$ cat config.mk
export PLATFORM = sky130hd
export DESIGN_NAME = crcen_engine
export DESIGN_NICKNAME = d
export VERILOG_FILES = /design/src/crcen_pkg.sv /design/src/crcen_fifo.sv /design/src/crcen_step.sv /design/src/crcen_engine.sv
export SDC_FILE = /design/constraint.sdc
export NUM_CORES = 1
export LEC_CHECK = 0
export BUFFER_PORTS_ARGS = -buffer_cell sky130_fd_sc_hd__buf_2
export CORE_MARGIN = 4
export CORE_UTILIZATION = 61
export CTS_BUF_LIST = sky130_fd_sc_hd__clkbuf_2 sky130_fd_sc_hd__clkbuf_4 sky130_fd_sc_hd__clkbuf_8
export CTS_CLUSTER_DIAMETER = 50
export DETAILED_ROUTE_END_ITERATION = 12
export GPL_TIMING_DRIVEN = 0
export PLACE_DENSITY = 0.91
export SLEW_MARGIN = 20
export SYNTH_ARGS = -nofsm -noshare
export SYNTH_HDL_FRONTEND = slang
export SYNTH_HIERARCHICAL = 1
export SYNTH_SLANG_ARGS = --single-unit
$ cat constraint.sdc
create_clock -name clk_i -period 4.3 [get_ports clk_i]
set_clock_uncertainty 0.2 [all_clocks]
set_input_delay 1.29 -clock clk_i [delete_from_list [all_inputs] [get_ports clk_i]]
set_output_delay 1.29 -clock clk_i [all_outputs]
set_load 0.02 [all_outputs]
$ cat src/crcen_pkg.sv
/*
 * Shared constants for the byte-wide CRC engine: polynomials, seeds,
 * bit counts, FIFO depth and reset values; POLY32, CRC16_W, CRC32_W and SEED_RST are not used by the engine.
 * Assumes nothing of its surroundings.
 */
package crcen_pkg;
  localparam int BYTE_W = 8;
  localparam int CRC16_W = 16;
  localparam int CRC32_W = 32;
  localparam logic [15:0] POLY16 = 16'h1021;
  localparam logic [31:0] POLY32 = 32'h04C11DB7;
  localparam logic [31:0] POLY32_REFL = 32'hEDB88320;
  localparam logic [15:0] SEED16_ZERO = 16'h0000;
  localparam logic [15:0] SEED16_ONES = 16'hFFFF;
  localparam logic [31:0] SEED32_ZERO = 32'h00000000;
  localparam logic [31:0] SEED32_ONES = 32'hFFFFFFFF;
  localparam int BITS_PER_BYTE = 8;
  localparam int FIFO_DEPTH = 4;
  localparam logic [31:0] RESULT_RST = 32'h00000000;
  localparam logic WIDTH_RST = 1'b0;
  localparam logic SEED_RST = 1'b0;
endpackage

$ cat src/crcen_fifo.sv
/*
 * Small synchronous FIFO with valid/ready on both sides.
 * Assumes a single clock and a synchronous active-low reset.
 */
`timescale 1ns/1ps
module crcen_fifo #(
  parameter int WIDTH = 8,
  parameter int DEPTH = 4
) (
  input wire logic clk_i,
  input wire logic rstn_i,
  input wire logic [WIDTH-1:0] in_data_i,
  input wire logic in_valid_i,
  output logic in_ready_o,
  output logic [WIDTH-1:0] out_data_o,
  output logic out_valid_o,
  input wire logic out_ready_i
);
  localparam int AW = (DEPTH > 1) ? $clog2(DEPTH) : 1;
  localparam logic [AW:0] DEPTH_C = (AW + 1)'(DEPTH);
  localparam logic [AW-1:0] LAST_C = AW'(DEPTH - 1);

  logic [WIDTH-1:0] mem_r [DEPTH];
  logic [AW-1:0] wptr_r, wptr_nxt, rptr_r, rptr_nxt;
  logic [AW:0] cnt_r, cnt_nxt;
  logic push, pop;

  assign in_ready_o = (cnt_r != DEPTH_C);
  assign out_valid_o = (cnt_r != '0);
  assign out_data_o = mem_r[rptr_r];
  assign push = in_valid_i && in_ready_o;
  assign pop = out_valid_o && out_ready_i;

  always_comb begin
    wptr_nxt = wptr_r;
    rptr_nxt = rptr_r;
    cnt_nxt = cnt_r;
    if (push) begin
      wptr_nxt = (wptr_r == LAST_C) ? '0 : wptr_r + 1'b1;
    end
    if (pop) begin
      rptr_nxt = (rptr_r == LAST_C) ? '0 : rptr_r + 1'b1;
    end
    if (push && !pop) begin
      cnt_nxt = cnt_r + 1'b1;
    end else if (pop && !push) begin
      cnt_nxt = cnt_r - 1'b1;
    end
  end

  always_ff @(posedge clk_i) begin
    if (!rstn_i) begin
      wptr_r <= '0;
      rptr_r <= '0;
      cnt_r <= '0;
    end else begin
      wptr_r <= wptr_nxt;
      rptr_r <= rptr_nxt;
      cnt_r <= cnt_nxt;
    end
  end

  // Storage needs no reset; occupancy guards every read
  always_ff @(posedge clk_i) begin
    if (push) begin
      mem_r[wptr_r] <= in_data_i;
    end
  end
endmodule

$ cat src/crcen_step.sv
/*
 * Combinational one-byte CRC update for both widths.
 * Assumes the caller registers the result.
 */
`timescale 1ns/1ps
module crcen_step (
  input wire logic [31:0] acc_i,
  input wire logic [7:0] byte_i,
  input wire logic wide_i,
  output logic [31:0] acc_o
);
  function automatic logic [15:0] upd16(input logic [15:0] a, input logic [7:0] b);
    logic [15:0] r;
    r = a ^ {b, 8'h00}; // RQ3
    for (int i = 0; i < crcen_pkg::BITS_PER_BYTE; i++) begin
      if (r[15]) begin
        r = {r[14:0], 1'b0} ^ crcen_pkg::POLY16; // RQ4
      end else begin
        r = {r[14:0], 1'b0}; // RQ1
      end
    end
    return r;
  endfunction

  function automatic logic [31:0] upd32(input logic [31:0] a, input logic [7:0] b);
    logic [31:0] r;
    r = a ^ {24'h000000, b}; // RQ9
    for (int i = 0; i < crcen_pkg::BITS_PER_BYTE; i++) begin
      // Reflected form: input and result reversal folded into the shift direction
      if (r[0]) begin
        r = {1'b0, r[31:1]} ^ crcen_pkg::POLY32_REFL; // RQ10
      end else begin
        r = {1'b0, r[31:1]}; // RQ7
      end
    end
    return r;
  endfunction

  always_comb begin
    if (wide_i) begin
      acc_o = upd32(acc_i, byte_i); // RQ6
    end else begin
      acc_o = {16'h0000, upd16(acc_i[15:0], byte_i)};
    end
  end
endmodule

$ cat src/crcen_engine.sv
/*
 * Byte-wide CRC engine, 16-bit MSB-first or 32-bit reflected.
 * Assumes bytes arrive by valid/ready on the system clock and that
 * software-side controls come from logic on the same clock.
 */
`timescale 1ns/1ps
// Summary of operation
// RQ1: 16-bit mode MSB-first, poly 1021
// RQ2: 16-bit seed all zeros or ones
// RQ3: Byte XORed into remainder upper byte
// RQ4: Eight left shifts, conditional poly XOR
// RQ5: 16-bit check words for known messages
// RQ6: 32-bit mode uses poly 04C11DB7
// RQ7: 32-bit mode fully bit-reflected
// RQ8: 32-bit seed all zeros or ones
// RQ9: Byte XORed into remainder low byte
// RQ10: Eight right shifts, reflected poly XOR
// RQ11: 32-bit check words for known messages
// RQ12: Init then bytes; result after each update
module crcen_engine #(
  parameter int DEPTH = crcen_pkg::FIFO_DEPTH
) (
  input wire logic clk_i,
  input wire logic rstn_i,
  input wire logic wide_i,
  input wire logic seed_ones_i,
  input wire logic init_i,
  input wire logic [7:0] byte_i,
  input wire logic byte_valid_i,
  output logic byte_ready_o,
  output logic [31:0] result_o,
  output logic busy_o,
  output logic wide_o
);
  typedef enum logic [1:0] {
    CRCEN_IDLE = 2'b01,
    CRCEN_CALC = 2'b10
  } crcen_state_t;

  crcen_state_t state_r, state_nxt;
  logic [31:0] acc_r, acc_nxt;
  logic wide_r, wide_nxt;
  logic [7:0] fifo_data;
  logic fifo_valid, fifo_ready, fifo_in_ready;
  logic [31:0] step_out;

  // Bytes offered during init are held off so they join the new message
  crcen_fifo #(.WIDTH(crcen_pkg::BYTE_W), .DEPTH(DEPTH)) u_fifo (
    .clk_i(clk_i),
    .rstn_i(rstn_i),
    .in_data_i(byte_i),
    .in_valid_i(byte_valid_i && !init_i),
    .in_ready_o(fifo_in_ready),
    .out_data_o(fifo_data),
    .out_valid_o(fifo_valid),
    .out_ready_i(fifo_ready)
  );

  crcen_step u_step (
    .acc_i(acc_r),
    .byte_i(fifo_data),
    .wide_i(wide_r),
    .acc_o(step_out)
  );

  assign byte_ready_o = fifo_in_ready && !init_i;
  // One byte folded per cycle; drained only in CALC
  assign fifo_ready = (state_r == CRCEN_CALC) && !init_i;

  always_comb begin
    state_nxt = state_r;
    acc_nxt = acc_r;
    wide_nxt = wide_r;
    if (init_i) begin
      wide_nxt = wide_i;
      if (wide_i) begin
        acc_nxt = seed_ones_i ? crcen_pkg::SEED32_ONES : crcen_pkg::SEED32_ZERO; // RQ8
      end else begin
        acc_nxt = {16'h0000, seed_ones_i ? crcen_pkg::SEED16_ONES
                                         : crcen_pkg::SEED16_ZERO}; // RQ2
      end
      state_nxt = CRCEN_IDLE; // RQ12
    end else begin
      case (state_r)
        CRCEN_IDLE: begin
          if (fifo_valid) begin
            state_nxt = CRCEN_CALC;
          end
        end
        CRCEN_CALC: begin
          if (fifo_valid) begin
            acc_nxt = step_out; // RQ5 RQ11
          end else begin
            state_nxt = CRCEN_IDLE;
          end
        end
        default: begin
          state_nxt = CRCEN_IDLE;
        end
      endcase
    end
  end

  always_ff @(posedge clk_i) begin
    if (!rstn_i) begin
      state_r <= CRCEN_IDLE;
      acc_r <= crcen_pkg::RESULT_RST;
      wide_r <= crcen_pkg::WIDTH_RST;
    end else begin
      state_r <= state_nxt;
      acc_r <= acc_nxt;
      wide_r <= wide_nxt;
    end
  end

  // Result valid whenever busy is low and the FIFO is empty
  assign result_o = acc_r;
  assign busy_o = fifo_valid || init_i; // RQ12
  assign wide_o = wide_r;
endmodule

# Word-level counts from Yosys, hierarchy flattened
# Memories as Yosys holds them, arrays and structs flattened. A register that Yosys moved wholly into a read port is not among the register bits.
# Index checks and enable logic that the tools add are counted.
word_totals:
  in_bits: 14
  latchBits: 0
  wordCells: 103
  out_inout_bits: 35
  ram_bits: 32
  rom_bits: 0
  n_memories: 1
  reg_bits: 42
mem_list:
  columns: ["memory", "depth", "word_bits", "read_ports", "rd_clocked_by_memory_dff", "wr", "line", "text"]
  rows:
  - ["u_fifo.mem_r", 4, 8, 1, 1, 1, "crcen_fifo.sv:23", "logic [WIDTH-1:0] mem_r [DEPTH];"]
classes:
  n_lt_le_gt_ge: 0
  shift: 0
  multipliers: 0
  n_eq_ne: 7
  n_bitwise: 19
  add_sub_neg: 4
  reduce_logical: 18
  mux: 48
  div_mod_pow: 0
ops:
  columns: ["op", "n"]
  rows:
  - ["32-bit 2-to-1 mux", 21]
  - ["16-bit 2-to-1 mux", 8]
  - ["13-bit inverter with 14-bit output", 8]
  - ["13-bit 2-to-1 mux", 8]
  - ["32-bit by 8-bit XOR with 32-bit output", 1]
  - ["3-bit inverter", 8]
  - ["16-bit XOR", 1]
  - ["2-bit 2-to-1 mux", 6]
  - ["1-bit logical AND", 7]
  - ["2-bit equality test (second input constant)", 3]
  - ["3-bit 2-to-1 mux", 2]
  - ["2-bit nonzero test", 3]
  - ["2-bit by 1-bit adder with 2-bit output (second input constant)", 2]
  - ["2-bit inequality test (second input constant)", 2]
  - ["2-bit case mux with 2 select lines", 1]
  - ["2-bit AND reduction", 2]
  - ["3-bit by 1-bit adder with 3-bit output (second input constant)", 1]
  - ["1-bit logical NOT", 3]
  - ["3-bit inequality test (second input constant)", 1]
  - ["3-bit nonzero test", 1]
  - ["3-bit by 1-bit subtractor with 3-bit output (second input constant)", 1]
  - ["2-bit by 1-bit equality test with 1-bit output (second input constant)", 1]
  - ["1-bit 2-to-1 mux", 2]
  - ["2-bit OR reduction", 1]
  - ["other kinds (2)", 2]

# Depth between registers and ports, before layout
# Gate-level depths: netlist (run 1).
logic_depth:
  depth_word: 28
  ltp_mapped: 10
  depth_no_buf: 8

# Hierarchy
# The synthesis (run 1) kept the hierarchy.
by_module_without_submodules:
  columns: ["mod", "area_each_um2", "cells_each", "seq_area_each_um2", "n_inst"]
  rows:
  - ["crcen_fifo", 1635.3, 93, 1141.1, 1]
  - ["crcen_engine", 1363.8, 146, 700.7, 1]
  - ["crcen_step", 1166.1, 144, 0.0, 1]

# Worst setup path after synthesis (run 1)
# Ideal clock, no wire load.
synth_path:
  kind: "input-to-reg"
  start: "input port init_i"
  end: "register u_fifo.cnt_r[2]"
  required_ps: 4024
  arrival_ps: 3183
  slack_ps: 842
  setup_ps: 76
  n_path_buf: 2
  path_stages: 10
  path_cell_list: "buf_2 -> buf_2 -> nor3b_1 -> o31ai_1 -> ha_1 -> inv_1 -> fa_1 -> xor2_1 -> or3_2 -> a21boi_0"
synth_via:
  elab_chain_cells: 6
  word_cells_on_any_way: 11
  classes_between: "mux (1); reduce/logical (10)"
synth_lines:
  columns: ["element", "line", "text"]
  rows:
  - ["start: declaration", "crcen_engine.sv:27", "input wire logic init_i,"]
  - ["1-bit logical NOT (*)", "crcen_engine.sv:68", "assign fifo_ready = (state_r == CRCEN_CALC) && !init_i;"]
  - ["1-bit logical AND (*)", "crcen_engine.sv:68", null]
  - ["net fifo_ready", "crcen_engine.sv:44", "logic fifo_valid, fifo_ready, fifo_in_ready;"]
  - ["1-bit logical AND (*)", "crcen_fifo.sv:32", "assign pop = out_valid_o && out_ready_i;"]
  - ["1-bit logical NOT", "crcen_fifo.sv:44", "if (push && !pop) begin"]
  - ["1-bit logical AND", "crcen_fifo.sv:44", null]
  - ["3-bit 2-to-1 mux / 2-bit nonzero test (equally long branches)", null, null]
  - ["end signal: assignment", "crcen_fifo.sv:59", "cnt_r <= cnt_nxt;"]
  - ["end: declaration", "crcen_fifo.sv:25", "logic [AW:0] cnt_r, cnt_nxt;"]
# The timed path passes the listed nets; every way through them passes the cells marked *.
# A chain may end at the register's enable or synchronous reset.

==> results.txt, run 1 <==
Largest cells by area after synthesis -> edfxtp_1 23%, dfxtp_1 21%, xnor2_1 12%
Clock Tree Root -> clkbuf_8
Vias in the first global route -> 3045
Final Max Slew Viols -> 0
Tmin final -> 3.59 ns
Slew HR -> 52.3%
Synth top area share -> 23.1%
Final Hold Viols -> 0
Post-DRT Antenna Nets -> 0
Max VDD drop -> 0.303 mV
Register area -> 0.00184 mm2
Drc violations -> 0
DRT Wirelength -> 9.09 mm
CP max stage cell -> mux4_2
Core area -> 0.00649 mm2
Req. time, crit path -> 4.34 ns
Detailed Place HPWL -> 6.87 mm
Synth unique cells -> 42
Max Freq -> 0.279 GHz
CP top delay family -> XOR/XNOR gates
Die boundary height -> 90.6 um
Mapped Nets -> 404
CP Buf/Inv Count -> 1
Reg clk slew, reported paths -> 0.09 ns
CTS sink count -> 76
P_leak -> 1.87 nW
Number of buffers added on ports -> 48
Warnings, synthesis -> 6
Per-cell routed wire length -> 17.3 um
Final Wtd Congestion -> 0.967
Post-synthesis sequential element count -> 76
Max-Cap Viols -> 0
Postcts setup bufs -> 0
Slew @ Worst Pin -> 0.713 ns
Area Overhead vs Synth -> 13.2%
Final setup fails -> 0
Initial antenna violation count -> 0
Hold_buf cts -> 0
Initial Util -> 64.1%
Via count -> 3011
Setup TNS -> 0 ns
Number of detailed-route iterations in the first pass -> 4
Worst-Skew Late Latency -> 0.35 ns
CP arrival -> 3.62 ns
Reg2Reg Setup Slack -> 0.71 ns
Cell taking the most area after synthesis -> edfxtp_1
N_diodes -> 0
Pwr Density -> 418 mW/mm2
Post_cts resized -> 0
Worst r2r dst -> result_o[19]
Post-Syn Area -> 0.00417 mm2
Largest net degree at the start of global routing -> 17
FF-to-FF path depth -> 9
Die area -> 0.00821 mm2
CTS Buf Count -> 9
HP Class -> reg2reg
Hold path startpoint -> result_o[30]
Crit Path Max Fanout -> 8
Hold Crit Depth -> 1
Critical path's largest stage delay -> 0.65 ns
CTS tree -> built
Global-route wire length before repair -> 15.1 mm
Clk buf depth -> 2
Row count -> 29
I/O pins -> 49
Fraction of layout instances using a drive strength above 1 -> 22.8%
Total global-route track usage -> 23.2%
Crit path capture type -> flip-flop
Critical path launch point type -> flip-flop
RSZ-0062 raised after global routing -> no
Htree depth -> 3
Sequential share of the synthesized area -> 44.2%
Area of the multi-input gates -> 0.00217 mm2
DRT iter0 DRCs -> 197
Crit-path cells -> buf_2 -> mux4_2 -> xnor2_4 -> xnor3_2 -> xnor2_2 -> xnor3_1 -> and2_1 -> a21oi_1 -> o2bb2ai_1
Status -> complete, no violations
Tcrit/Tclk final -> 83.4%
Die Width -> 90.6 um
# nets final -> 463
WS Path Type -> reg2reg
Hold Path End -> result_o[30]
Filler instances -> 468
Fin Hold WS -> 0.299 ns
Mean Syn Cell Area -> 10.9 um2
Global route total overflow -> 0
Post-Syn Instances -> 383
Vias/cell -> 5.75
## per-stage QoR
| stage | util, % | area, um2 | std cells | total power, mW | setup WS, ns |
|---|---|---|---|---|---|
| 2_1_floorplan | - | 4170 | 383 | 1.28 | 0.842 |
| 3_3_place_gp | 69.3 | 4500 | 508 | 1.38 | 0.514 |
| 3_5_place_dp | 69.3 | 4500 | 508 | 1.40 | 0.360 |
| 4_1_cts | 72.6 | 4710 | 524 | 1.98 | 0.727 |
| 5_1_grt | 72.6 | 4710 | 524 | 2.07 | 0.646 |
| 6_report | 72.6 | 4710 | 524 | 1.97 | 0.715 |
## Yosys cell counts, drive strengths merged
library cell  instances
xnor2                62
a21oi                57
dfxtp                44
edfxtp               32
xor2                 31
nand2                27
and2                 17
buf                  15
o2bb2ai              15
o21ai                11
nor2                  9
mux2i                 8
mux4                  8
clkbuf                7
ha                    6
nor2b                 6
and3                  5
inv                   5
nand3                 3
nand2b                2
or3                   2
xnor3                 2
a21boi                1
and3b                 1
fa                    1
nand3b                1
nand4                 1
nor3b                 1
o31ai                 1
or2                   1
or3b                  1
## worst max path at each step
stage / end / slack [ns] / cells after the start
floorplan: u_fifo/cnt_r[2] / 0.84 / 10
global placement: u_fifo/cnt_r[2] / 0.51 / 11
detailed placement: u_fifo/cnt_r[2] / 0.36 / 11
CTS: result_o[19] / 0.73 / 9
global route: u_fifo/cnt_r[2] / 0.65 / 11
finish: result_o[19] / 0.71 / 9
## layout make-up
cell class | instances | area share [%]
buffer | 22 | 2.87
clock buffer | 9 | 2.63
clock inverter | 7 | 1.86
inverter | 5 | 0.398
multi-input combinational | 280 | 46.0
sequential | 76 | 39.1
tap | 77 | 2.04
timing repair buffer | 48 | 5.10
## worst register-to-register path, delay by kind of cell (launching register included)
family | cells | cell delay (ns)
xor gates and xnor gates | 4 | 1.60
muxes | 1 | 0.65
DFF | 1 | 0.31
AOI/OAI and AO/OA | 2 | 0.28
buffers and inverters | 1 | 0.27
and+or+nand+nor | 1 | 0.17
## layout by cell type, fill, tap and decap left out, types with 3 or more instances in the layout
master / n
clkbuf_1: 6
nor2_1: 9
o21ai_0: 9
nand2_1: 27
xnor2_1: 58
clkbuf_8: 9
and2_1: 16
buf_2: 56
ha_1: 6
and3_2: 4
a21oi_1: 57
xor2_1: 30
inv_1: 5
mux4_2: 8
xnor2_2: 3
buf_6: 5
o2bb2ai_1: 15
nor2b_1: 6
inv_6: 3
edfxtp_1: 32
dfxtp_1: 44
nand3_1: 3
mux2i_1: 8
## kinds of logic (layout without fill, tap and decap cells)
family | count (synthesis) | after routing | share of synthesized area (%)
XOR/XNOR | 95 | 95 | 21.8
AO/OA/AOI/OAI | 85 | 85 | 11.7
AND/OR/NAND/NOR | 77 | 77 | 10.0
flip-flops | 76 | 76 | 44.2
buffers and inverters | 27 | 91 | 3.69
multiplexers | 16 | 16 | 6.25
adder cells (fa/ha/maj) | 7 | 7 | 2.28
## power by group
| group | switching, mW | leakage (nW) | total (mW) | internal [mW] |
|---|---|---|---|---|
| logic | 0.302 | 1.11 | 0.563 | 0.261 |
| clock network | 0.298 | 0.109 | 0.581 | 0.283 |
| registers | 0.0381 | 0.654 | 0.824 | 0.786 |
## routing by layer
layer  track usage, %  share of wire, %  up-vias
met2             40.4                51       97
met3             6.58               6.8       21
met5                0                 0        -
met4             8.93               2.3        0
met1             26.9                40     1442
li1                 -                 -     1451
## flip-flops by register name (all words and copies together), names as in the netlist, named ones only
| register | cells |
|---|---|
| u_fifo/wptr_r | 2 |
| u_fifo/rptr_r | 2 |
| u_fifo/cnt_r | 3 |
| u_fifo/mem_r | 32 |
| wide_o | 1 |
| state_r | 2 |
| result_o | 32 |
No activity file was read; power rests on OpenSTA's default activity.
==> run 2, diff against run 1 <==
Settings changed: ABC_AREA from default to 1, CORE_UTILIZATION 61 to 56, PLACE_DENSITY 0.91 to 0.87.
Clock period 4.3 ns to 3.03 ns, I/O delays scaled along.
==> results.txt, run 2 <==
CTS tree -> built
Vias/cell -> 5.63 (-2.0%)
Global-route met1 utilization -> 34.2% (+7.2 points)
Grt met2 use -> 46.5% (+6.1 points)
Worst-Skew Late Latency -> 0.36 ns (about the same)
Global route total overflow -> 0 (unchanged)
Busiest grt layer -> met2
Via count -> 4831 (+60%)
Placed inst area -> 0.00528 mm2 (+17%)
I/O pins -> 49 (unchanged)
Tot Pwr -> 2.87 mW (+46%)
Hold_buf cts -> 0 (unchanged)
Total global-route track usage -> 27.6% (+4.4 points)
Final Hold Viols -> 0 (unchanged)
CTS sink count -> 76 (unchanged)
Crit path top cell by count -> buf_2
Utilization after layout -> 66.2% (-6.3 points)
Vias in the first global route -> 4536 (+49%)
Initial antenna violation count -> 0 (unchanged)
DRT Wirelength -> 13.8 mm (+52%)
Final setup fails -> 0 (unchanged)
HP Class -> reg2reg
Most frequent cells after synthesis -> 238 x nand2_1, 71 x nor2_1, 48 x nand3_1
Design Area, Final -> 0.00555 mm2 (+18%)
Slew HR -> 48.5% (-3.9 points)
RSZ-0062 raised after global routing -> no
Fin Hold WS -> 0.286 ns (-0.0133 ns)
CP arrival -> 1.81 ns (-1.81 ns)
Crit Path Max Fanout -> 10 (+2)
Ys async rst share -> 0% (unchanged)
Simple-gate share of the synthesized area -> 33.7% (+24 points)
Post-Synth XOR/XNOR Area -> 11.3% (-11 points)
Post-synth EDFFs -> 32 (unchanged)
Final Max Slew Viols -> 0 (unchanged)
Initial Util -> 58.5% (-5.6 points)
Post-synthesis sequential element count -> 76 (unchanged)
Max-Cap Viols -> 0 (unchanged)
DRT iter0 DRCs -> 401 (+100%)
Post-synth top flop -> dfxtp_1
Mean Syn Cell Area -> 7.12 um2 (-35%)
CP max stage cell -> buf_2
Crit-path cells -> buf_2 -> inv_2 -> buf_2 -> buf_6 -> nand2_1 -> buf_2
Tmin final -> 2.92 ns
Pwr Density -> 516 mW/mm2 (+24%)
Htree depth -> 3 (unchanged)
Number of detailed-route iterations in the first pass -> 5 (+1)
GR met3 Demand/Resource -> 4.96% (-1.6 points)
Slew @ Worst Pin -> 0.770 ns (+0.0576 ns)
Reg clk slew, reported paths -> 0.08 ns (about the same)
Die boundary height -> 102 um (+12%)
Switch share -> 36.6% (+4.2 points)
Max Freq -> 0.342 GHz
Post-Syn Area -> 0.00491 mm2 (+18%)
# nets final -> 769 (+66%)
Pint -> 1.82 mW (+37%)
Die area -> 0.0103 mm2 (+26%)
CTS Buf Count -> 9 (unchanged)
Per-cell routed wire length -> 16.1 um (-7.4%)
Number of buffers added on ports -> 48 (unchanged)
Final Wtd Congestion -> 0.940 (-2.7%)
Detailed Place HPWL -> 9.95 mm (+45%)
Critical path's largest stage delay -> 0.23 ns (-0.42 ns)
Sequential share of the synthesized area -> 37.5% (-6.7 points)
Post-synthesis mux area share -> 0% (-6.2 points)
Fraction of layout instances using a drive strength above 1 -> 17.1% (-5.7 points)
Combinational family with the most area after synthesis -> simple AND/OR/NAND/NOR gates
P_sw -> 1.05 mW (+64%)
P_leak -> 2.67 nW (+43%)
Clock network fraction of total power -> 29.3% (-0.2 points)
Post-Syn Instances -> 689 (+80%)
Largest cells by area after synthesis -> edfxtp_1 20%, nand2_1 18%, dfxtp_1 18%
Status -> complete, no violations
Commonest non-fill, non-tap cell in the layout -> nand2_1
Reg power frac -> 40.7% (-1.2 points)
Area Overhead vs Synth -> 13.2% (about the same)
Combinational share of power -> 30.0% (+1.4 points)
Cell taking the most area after synthesis -> edfxtp_1
Critical path launch point type -> primary input
Die Width -> 102 um (+12%)
Req. time, crit path -> 1.92 ns (-2.42 ns)
WS Path Type -> in2out
Post-DRT Antenna Nets -> 0 (unchanged)
Synth top area share -> 19.6% (-3.5 points)
Global-route wire length before repair -> 22.1 mm (+47%)
Clk buf depth -> 2 (unchanged)
Compound-Gate Fraction of Synth Area -> 8.52% (-3.2 points)
N_diodes -> 0 (unchanged)
Tcrit/Tclk final -> 96.5%
Most common cell in the netlist -> nand2_1
Drc violations -> 0 (unchanged)
Mapped Nets -> 710 (+76%)
Most frequent cells in the layout -> 238 x nand2_1, 71 x nor2_1, 56 x buf_2
Max VDD drop -> 0.398 mV (+32%)
Row count -> 33 (+14%)
Synth unique cells -> 31 (-26%)
Crit path capture type -> output pin
Clock Tree Root -> clkbuf_8
Warnings, synthesis -> 6 (unchanged)
Adder-cell share of the synthesized area -> 1.94% (-0.34 points)
Largest net degree at the start of global routing -> 17 (unchanged)
Core area -> 0.00838 mm2 (+29%)
-- run 2: cell count changes in the layout (fill, tap and decap cells not counted), sizes merged, moves of 22 or more --
| cell | before | now |
|---|---|---|
| o21ai | 11 | 33 |
| nor2 | 9 | 72 |
| nand2 | 27 | 260 |
| nand3 | 3 | 48 |
| xnor2 | 62 | 17 |
| inv | 10 | 57 |
-- run 2: worst paths after layout --
kind	startpoint	endpoint	slack, ns	depth (start not counted)
max	init_i	busy_o	0.11	6
min	state_r[0]	state_r[1]	0.29	2
min reg2reg	state_r[0]	state_r[1]	0.29	2
max reg2reg	flip-flop	result_o[19]	0.22	16
-- run 2: cell families after synthesis --
logic type               Yosys count
XOR/XNOR                          58
AO/OA/AOI/OAI                     79
adder cells (fa/ha/maj)            7
AND/OR/NAND/NOR                  391
flip-flops                        76
buffers and inverters             78
-- run 2: critical path: cells and delay by family --
kind                   cells  cell delay (ns)
buffers and inverters      5             0.83
and+or+nand+nor            1             0.07
-- run 2: final cells by class --
cell class                 instances  area (um2)
clock buffer                       9         124
clock inverter                     7        90.1
inverter                          53         199
sequential                        76        1840
timing repair buffer              48         240
buffer                            25         151
fill                             747        2830
multi-input combinational        535        2770
tap                              105         131
-- run 2: repair_timing --
item	CTS	global route
endpoints found under the setup margin	1	25
resized for setup	1	12
setup buffers	0	0
gates cloned	0	0
pin swaps	0	0
-- run 2: per-layer routing --
| metal | share of wire, % | wire length [um] |
|---|---|---|
| met5 | 0 | 0 |
| met4 | 4.0 | 549 |
| met3 | 9.8 | 1350 |
| met2 | 48 | 6620 |
| met1 | 38 | 5260 |
-- run 2: power by group through the flow --
stage / registers, mW / clock network (mW) / logic, mW
after floorplan: 1.21 / 0 / 0.606
after global placement: 1.19 / 0 / 0.806
after detailed placement: 1.19 / 0 / 0.831
after CTS: 1.17 / 0.852 / 0.837
after global routing: 1.17 / 0.905 / 0.956
final: 1.17 / 0.839 / 0.859
-- run 2: metrics by stage --
step	cells	setup WS [ns]	setup TNS [ns]
5_1_grt	858	0.00516	0
3_3_place_gp	842	-0.00615	-0.00615
3_5_place_dp	842	-0.0321	-0.0321
4_1_cts	858	0.0633	0
6_report	858	0.107	0
2_1_floorplan	689	0.454	0
==> run 3, diff against run 2 <==
==> constraint.sdc (replaced) <==
create_clock -name clk_i -period 3.03 [get_ports clk_i]
set_clock_uncertainty 0.2 [all_clocks]
set_input_delay 0.7575 -clock clk_i [delete_from_list [all_inputs] [get_ports clk_i]]
set_output_delay 0.7575 -clock clk_i [all_outputs]
set_load 0.02 [all_outputs]
==> results.txt, run 3 (synthesized netlist as in run 2, its figures left out) <==
Crit-path cells -> inv_2 -> buf_6 -> nor2_1 -> o22ai_1 -> xor2_1 -> nand2_1 -> nand2_2 -> nand2_1 -> nand2_1 -> nand2_1 -> nand2_1 -> nor2_1 -> nand2_1 -> nand2_1 -> nand2_1 -> a21oi_1
Req. time, crit path -> 3.05 ns (+1.13 ns)
Via count -> 4781 (-1.0%)
DRT iter0 DRCs -> 387 (-3.5%)
Clk buf depth -> 2 (unchanged)
Hold path startpoint -> state_r[0]
Per-cell routed wire length -> 16.0 um (-0.23%)
Hold Path End -> state_r[1]
Htree depth -> 3 (unchanged)
DRT Wirelength -> 13.7 mm (-0.23%)
Worst-Skew Late Latency -> 0.36 ns (about the same)
Vias/cell -> 5.57 (-1.0%)
Initial Util -> 58.5% (unchanged)
N_diodes -> 0 (unchanged)
Final Max Slew Viols -> 0 (unchanged)
WS Path Type -> reg2reg
HP Class -> reg2reg
Clock Tree Root -> clkbuf_8
P_sw -> 1.05 mW (about the same)
Pwr Density -> 516 mW/mm2 (about the same)
Die boundary height -> 102 um (unchanged)
Max Freq -> 0.355 GHz (+3.9%)
Commonest non-fill, non-tap cell in the layout -> nand2_1
Combinational share of power -> 30.0% (about the same)
Pint -> 1.82 mW (about the same)
# nets final -> 769 (unchanged)
Drc violations -> 0 (unchanged)
Reg power frac -> 40.7% (about the same)
Max VDD drop -> 0.399 mV (+0.20%)
RSZ-0062 raised after global routing -> no
Critical path's largest stage delay -> 0.53 ns (+0.30 ns)
Global route total overflow -> 0 (unchanged)
Placed insts -> 842 (unchanged)
Final setup fails -> 0 (unchanged)
Area Overhead vs Synth -> 13.0%
Number of detailed-route iterations in the first pass -> 5 (unchanged)
Crit path top cell by count -> nand2_1
Max-Cap Viols -> 0 (unchanged)
Global-route wire length before repair -> 22.1 mm (about the same)
Critical path launch point type -> flip-flop
CTS Buf Count -> 9 (unchanged)
Core area -> 0.00838 mm2 (unchanged)
Crit Path Max Fanout -> 10 (unchanged)
Reg clk slew, reported paths -> 0.09 ns (about the same)
Utilization after layout -> 66.2% (-0.075 points)
Status -> complete, no violations
Final Wtd Congestion -> 0.940 (unchanged)
Fraction of layout instances using a drive strength above 1 -> 17.1% (unchanged)
Hold_buf cts -> 0 (unchanged)
Slew HR -> 49.4% (+0.98 points)
Most frequent cells in the layout -> 238 x nand2_1, 71 x nor2_1, 57 x buf_2
CP max stage cell -> o22ai_1
FF-to-FF path depth -> 16 (unchanged)
P_leak -> 2.67 nW (about the same)
Post-DRT Antenna Nets -> 0 (unchanged)
CTS sink count -> 76 (unchanged)
Setup TNS -> 0 ns (unchanged)
Vias in the first global route -> 4533 (-0.066%)
Post-Layout Cell Count -> 858 (unchanged)
Clock network fraction of total power -> 29.3% (about the same)
CTS tree -> built
Final Hold Viols -> 0 (unchanged)
Tmin final -> 2.81 ns (-0.109 ns)
Hold Crit Depth -> 2 (unchanged)
Crit path capture type -> flip-flop
Die Width -> 102 um (unchanged)
Slew @ Worst Pin -> 0.756 ns (-0.0146 ns)
Detailed Place HPWL -> 9.95 mm (unchanged)
Initial antenna violation count -> 0 (unchanged)
Number of buffers added on ports -> 48 (unchanged)
Largest net degree at the start of global routing -> 17 (unchanged)
I/O pins -> 49 (unchanged)
CP arrival -> 2.83 ns (+1.02 ns)
Die area -> 0.0103 mm2 (unchanged)
Reg2Reg Setup Slack -> 0.22 ns (about the same)
Tcrit/Tclk final -> 92.9% (-3.6 points)
Switch share -> 36.6% (about the same)
Row count -> 33 (unchanged)
Worst r2r dst -> result_o[19]
Total global-route track usage -> 27.5% (about the same)
-- run 3: cell counts in the layout (fill, tap and decap cells not counted) --
Identical to the previous run, type by type.
-- run 3: power by group through the flow --
stage          Sequential (mW)  Clock [mW]  Combinational [mW]
3_5_place_dp              1.19           0               0.831
3_3_place_gp              1.19           0               0.806
2_1_floorplan             1.21           0               0.606
5_1_grt                   1.17       0.905               0.954
4_1_cts                   1.17       0.852               0.837
6_report                  1.17       0.838               0.859
-- run 3: routing by layer --
| layer | global-route usage [%] | vias to the layer above | wire length (um) |
|---|---|---|---|
| li1 | - | 2298 | - |
| met1 | 34.2 | 2228 | 5400 |
| met2 | 46.4 | 205 | 6700 |
| met3 | 4.96 | 50 | 1180 |
| met4 | 12.9 | 0 | 459 |
| met5 | 0 | - | 0 |
-- run 3: critical path: cells and delay by family (launching register included) --
kind / cells / cell delay, ns
xor gates and xnor gates: 1 / 0.35
and+or+nand+nor: 11 / 0.89
DFF: 1 / 0.37
AOI/OAI and AO/OA: 2 / 0.58
buffers and inverters: 2 / 0.30
-- run 3: final cells by class --
class,count,area [um2]
Clock buffer,9,124
Tap cell,105,131
Sequential cell,76,1840
Multi-Input combinational cell,535,2770
Buffer,25,145
Fill cell,747,2840
Inverter,53,199
Clock inverter,7,90.1
Timing Repair Buffer,48,240
-- run 3: through the flow --
stage	area, um2	worst slack (ns)	power [mW]	hold slack (ns)
final	5550	0.216	2.86	0.285
after global routing	5550	0.00653	3.03	0.309
after CTS	5490	0.0671	2.86	0.283
after detailed placement	5280	0.157	2.02	0.274
after global placement	5280	0.206	1.99	0.261
after floorplan	4910	0.690	1.82	0.255
-- run 3: timing repair --
action	CTS	global route
resized for setup	0	11
setup buffers	0	0
endpoints found under the setup margin	0	24
-- run 3: worst max-delay path by stage --
stage                         start            to  slack, ns
after global routing      flip-flop  result_o[19]      0.007
after global placement    flip-flop  result_o[20]       0.21
final                     flip-flop  result_o[19]       0.22
after detailed placement  flip-flop  result_o[20]       0.16
after CTS                 flip-flop  result_o[19]       0.07
after floorplan           flip-flop  result_o[19]       0.69
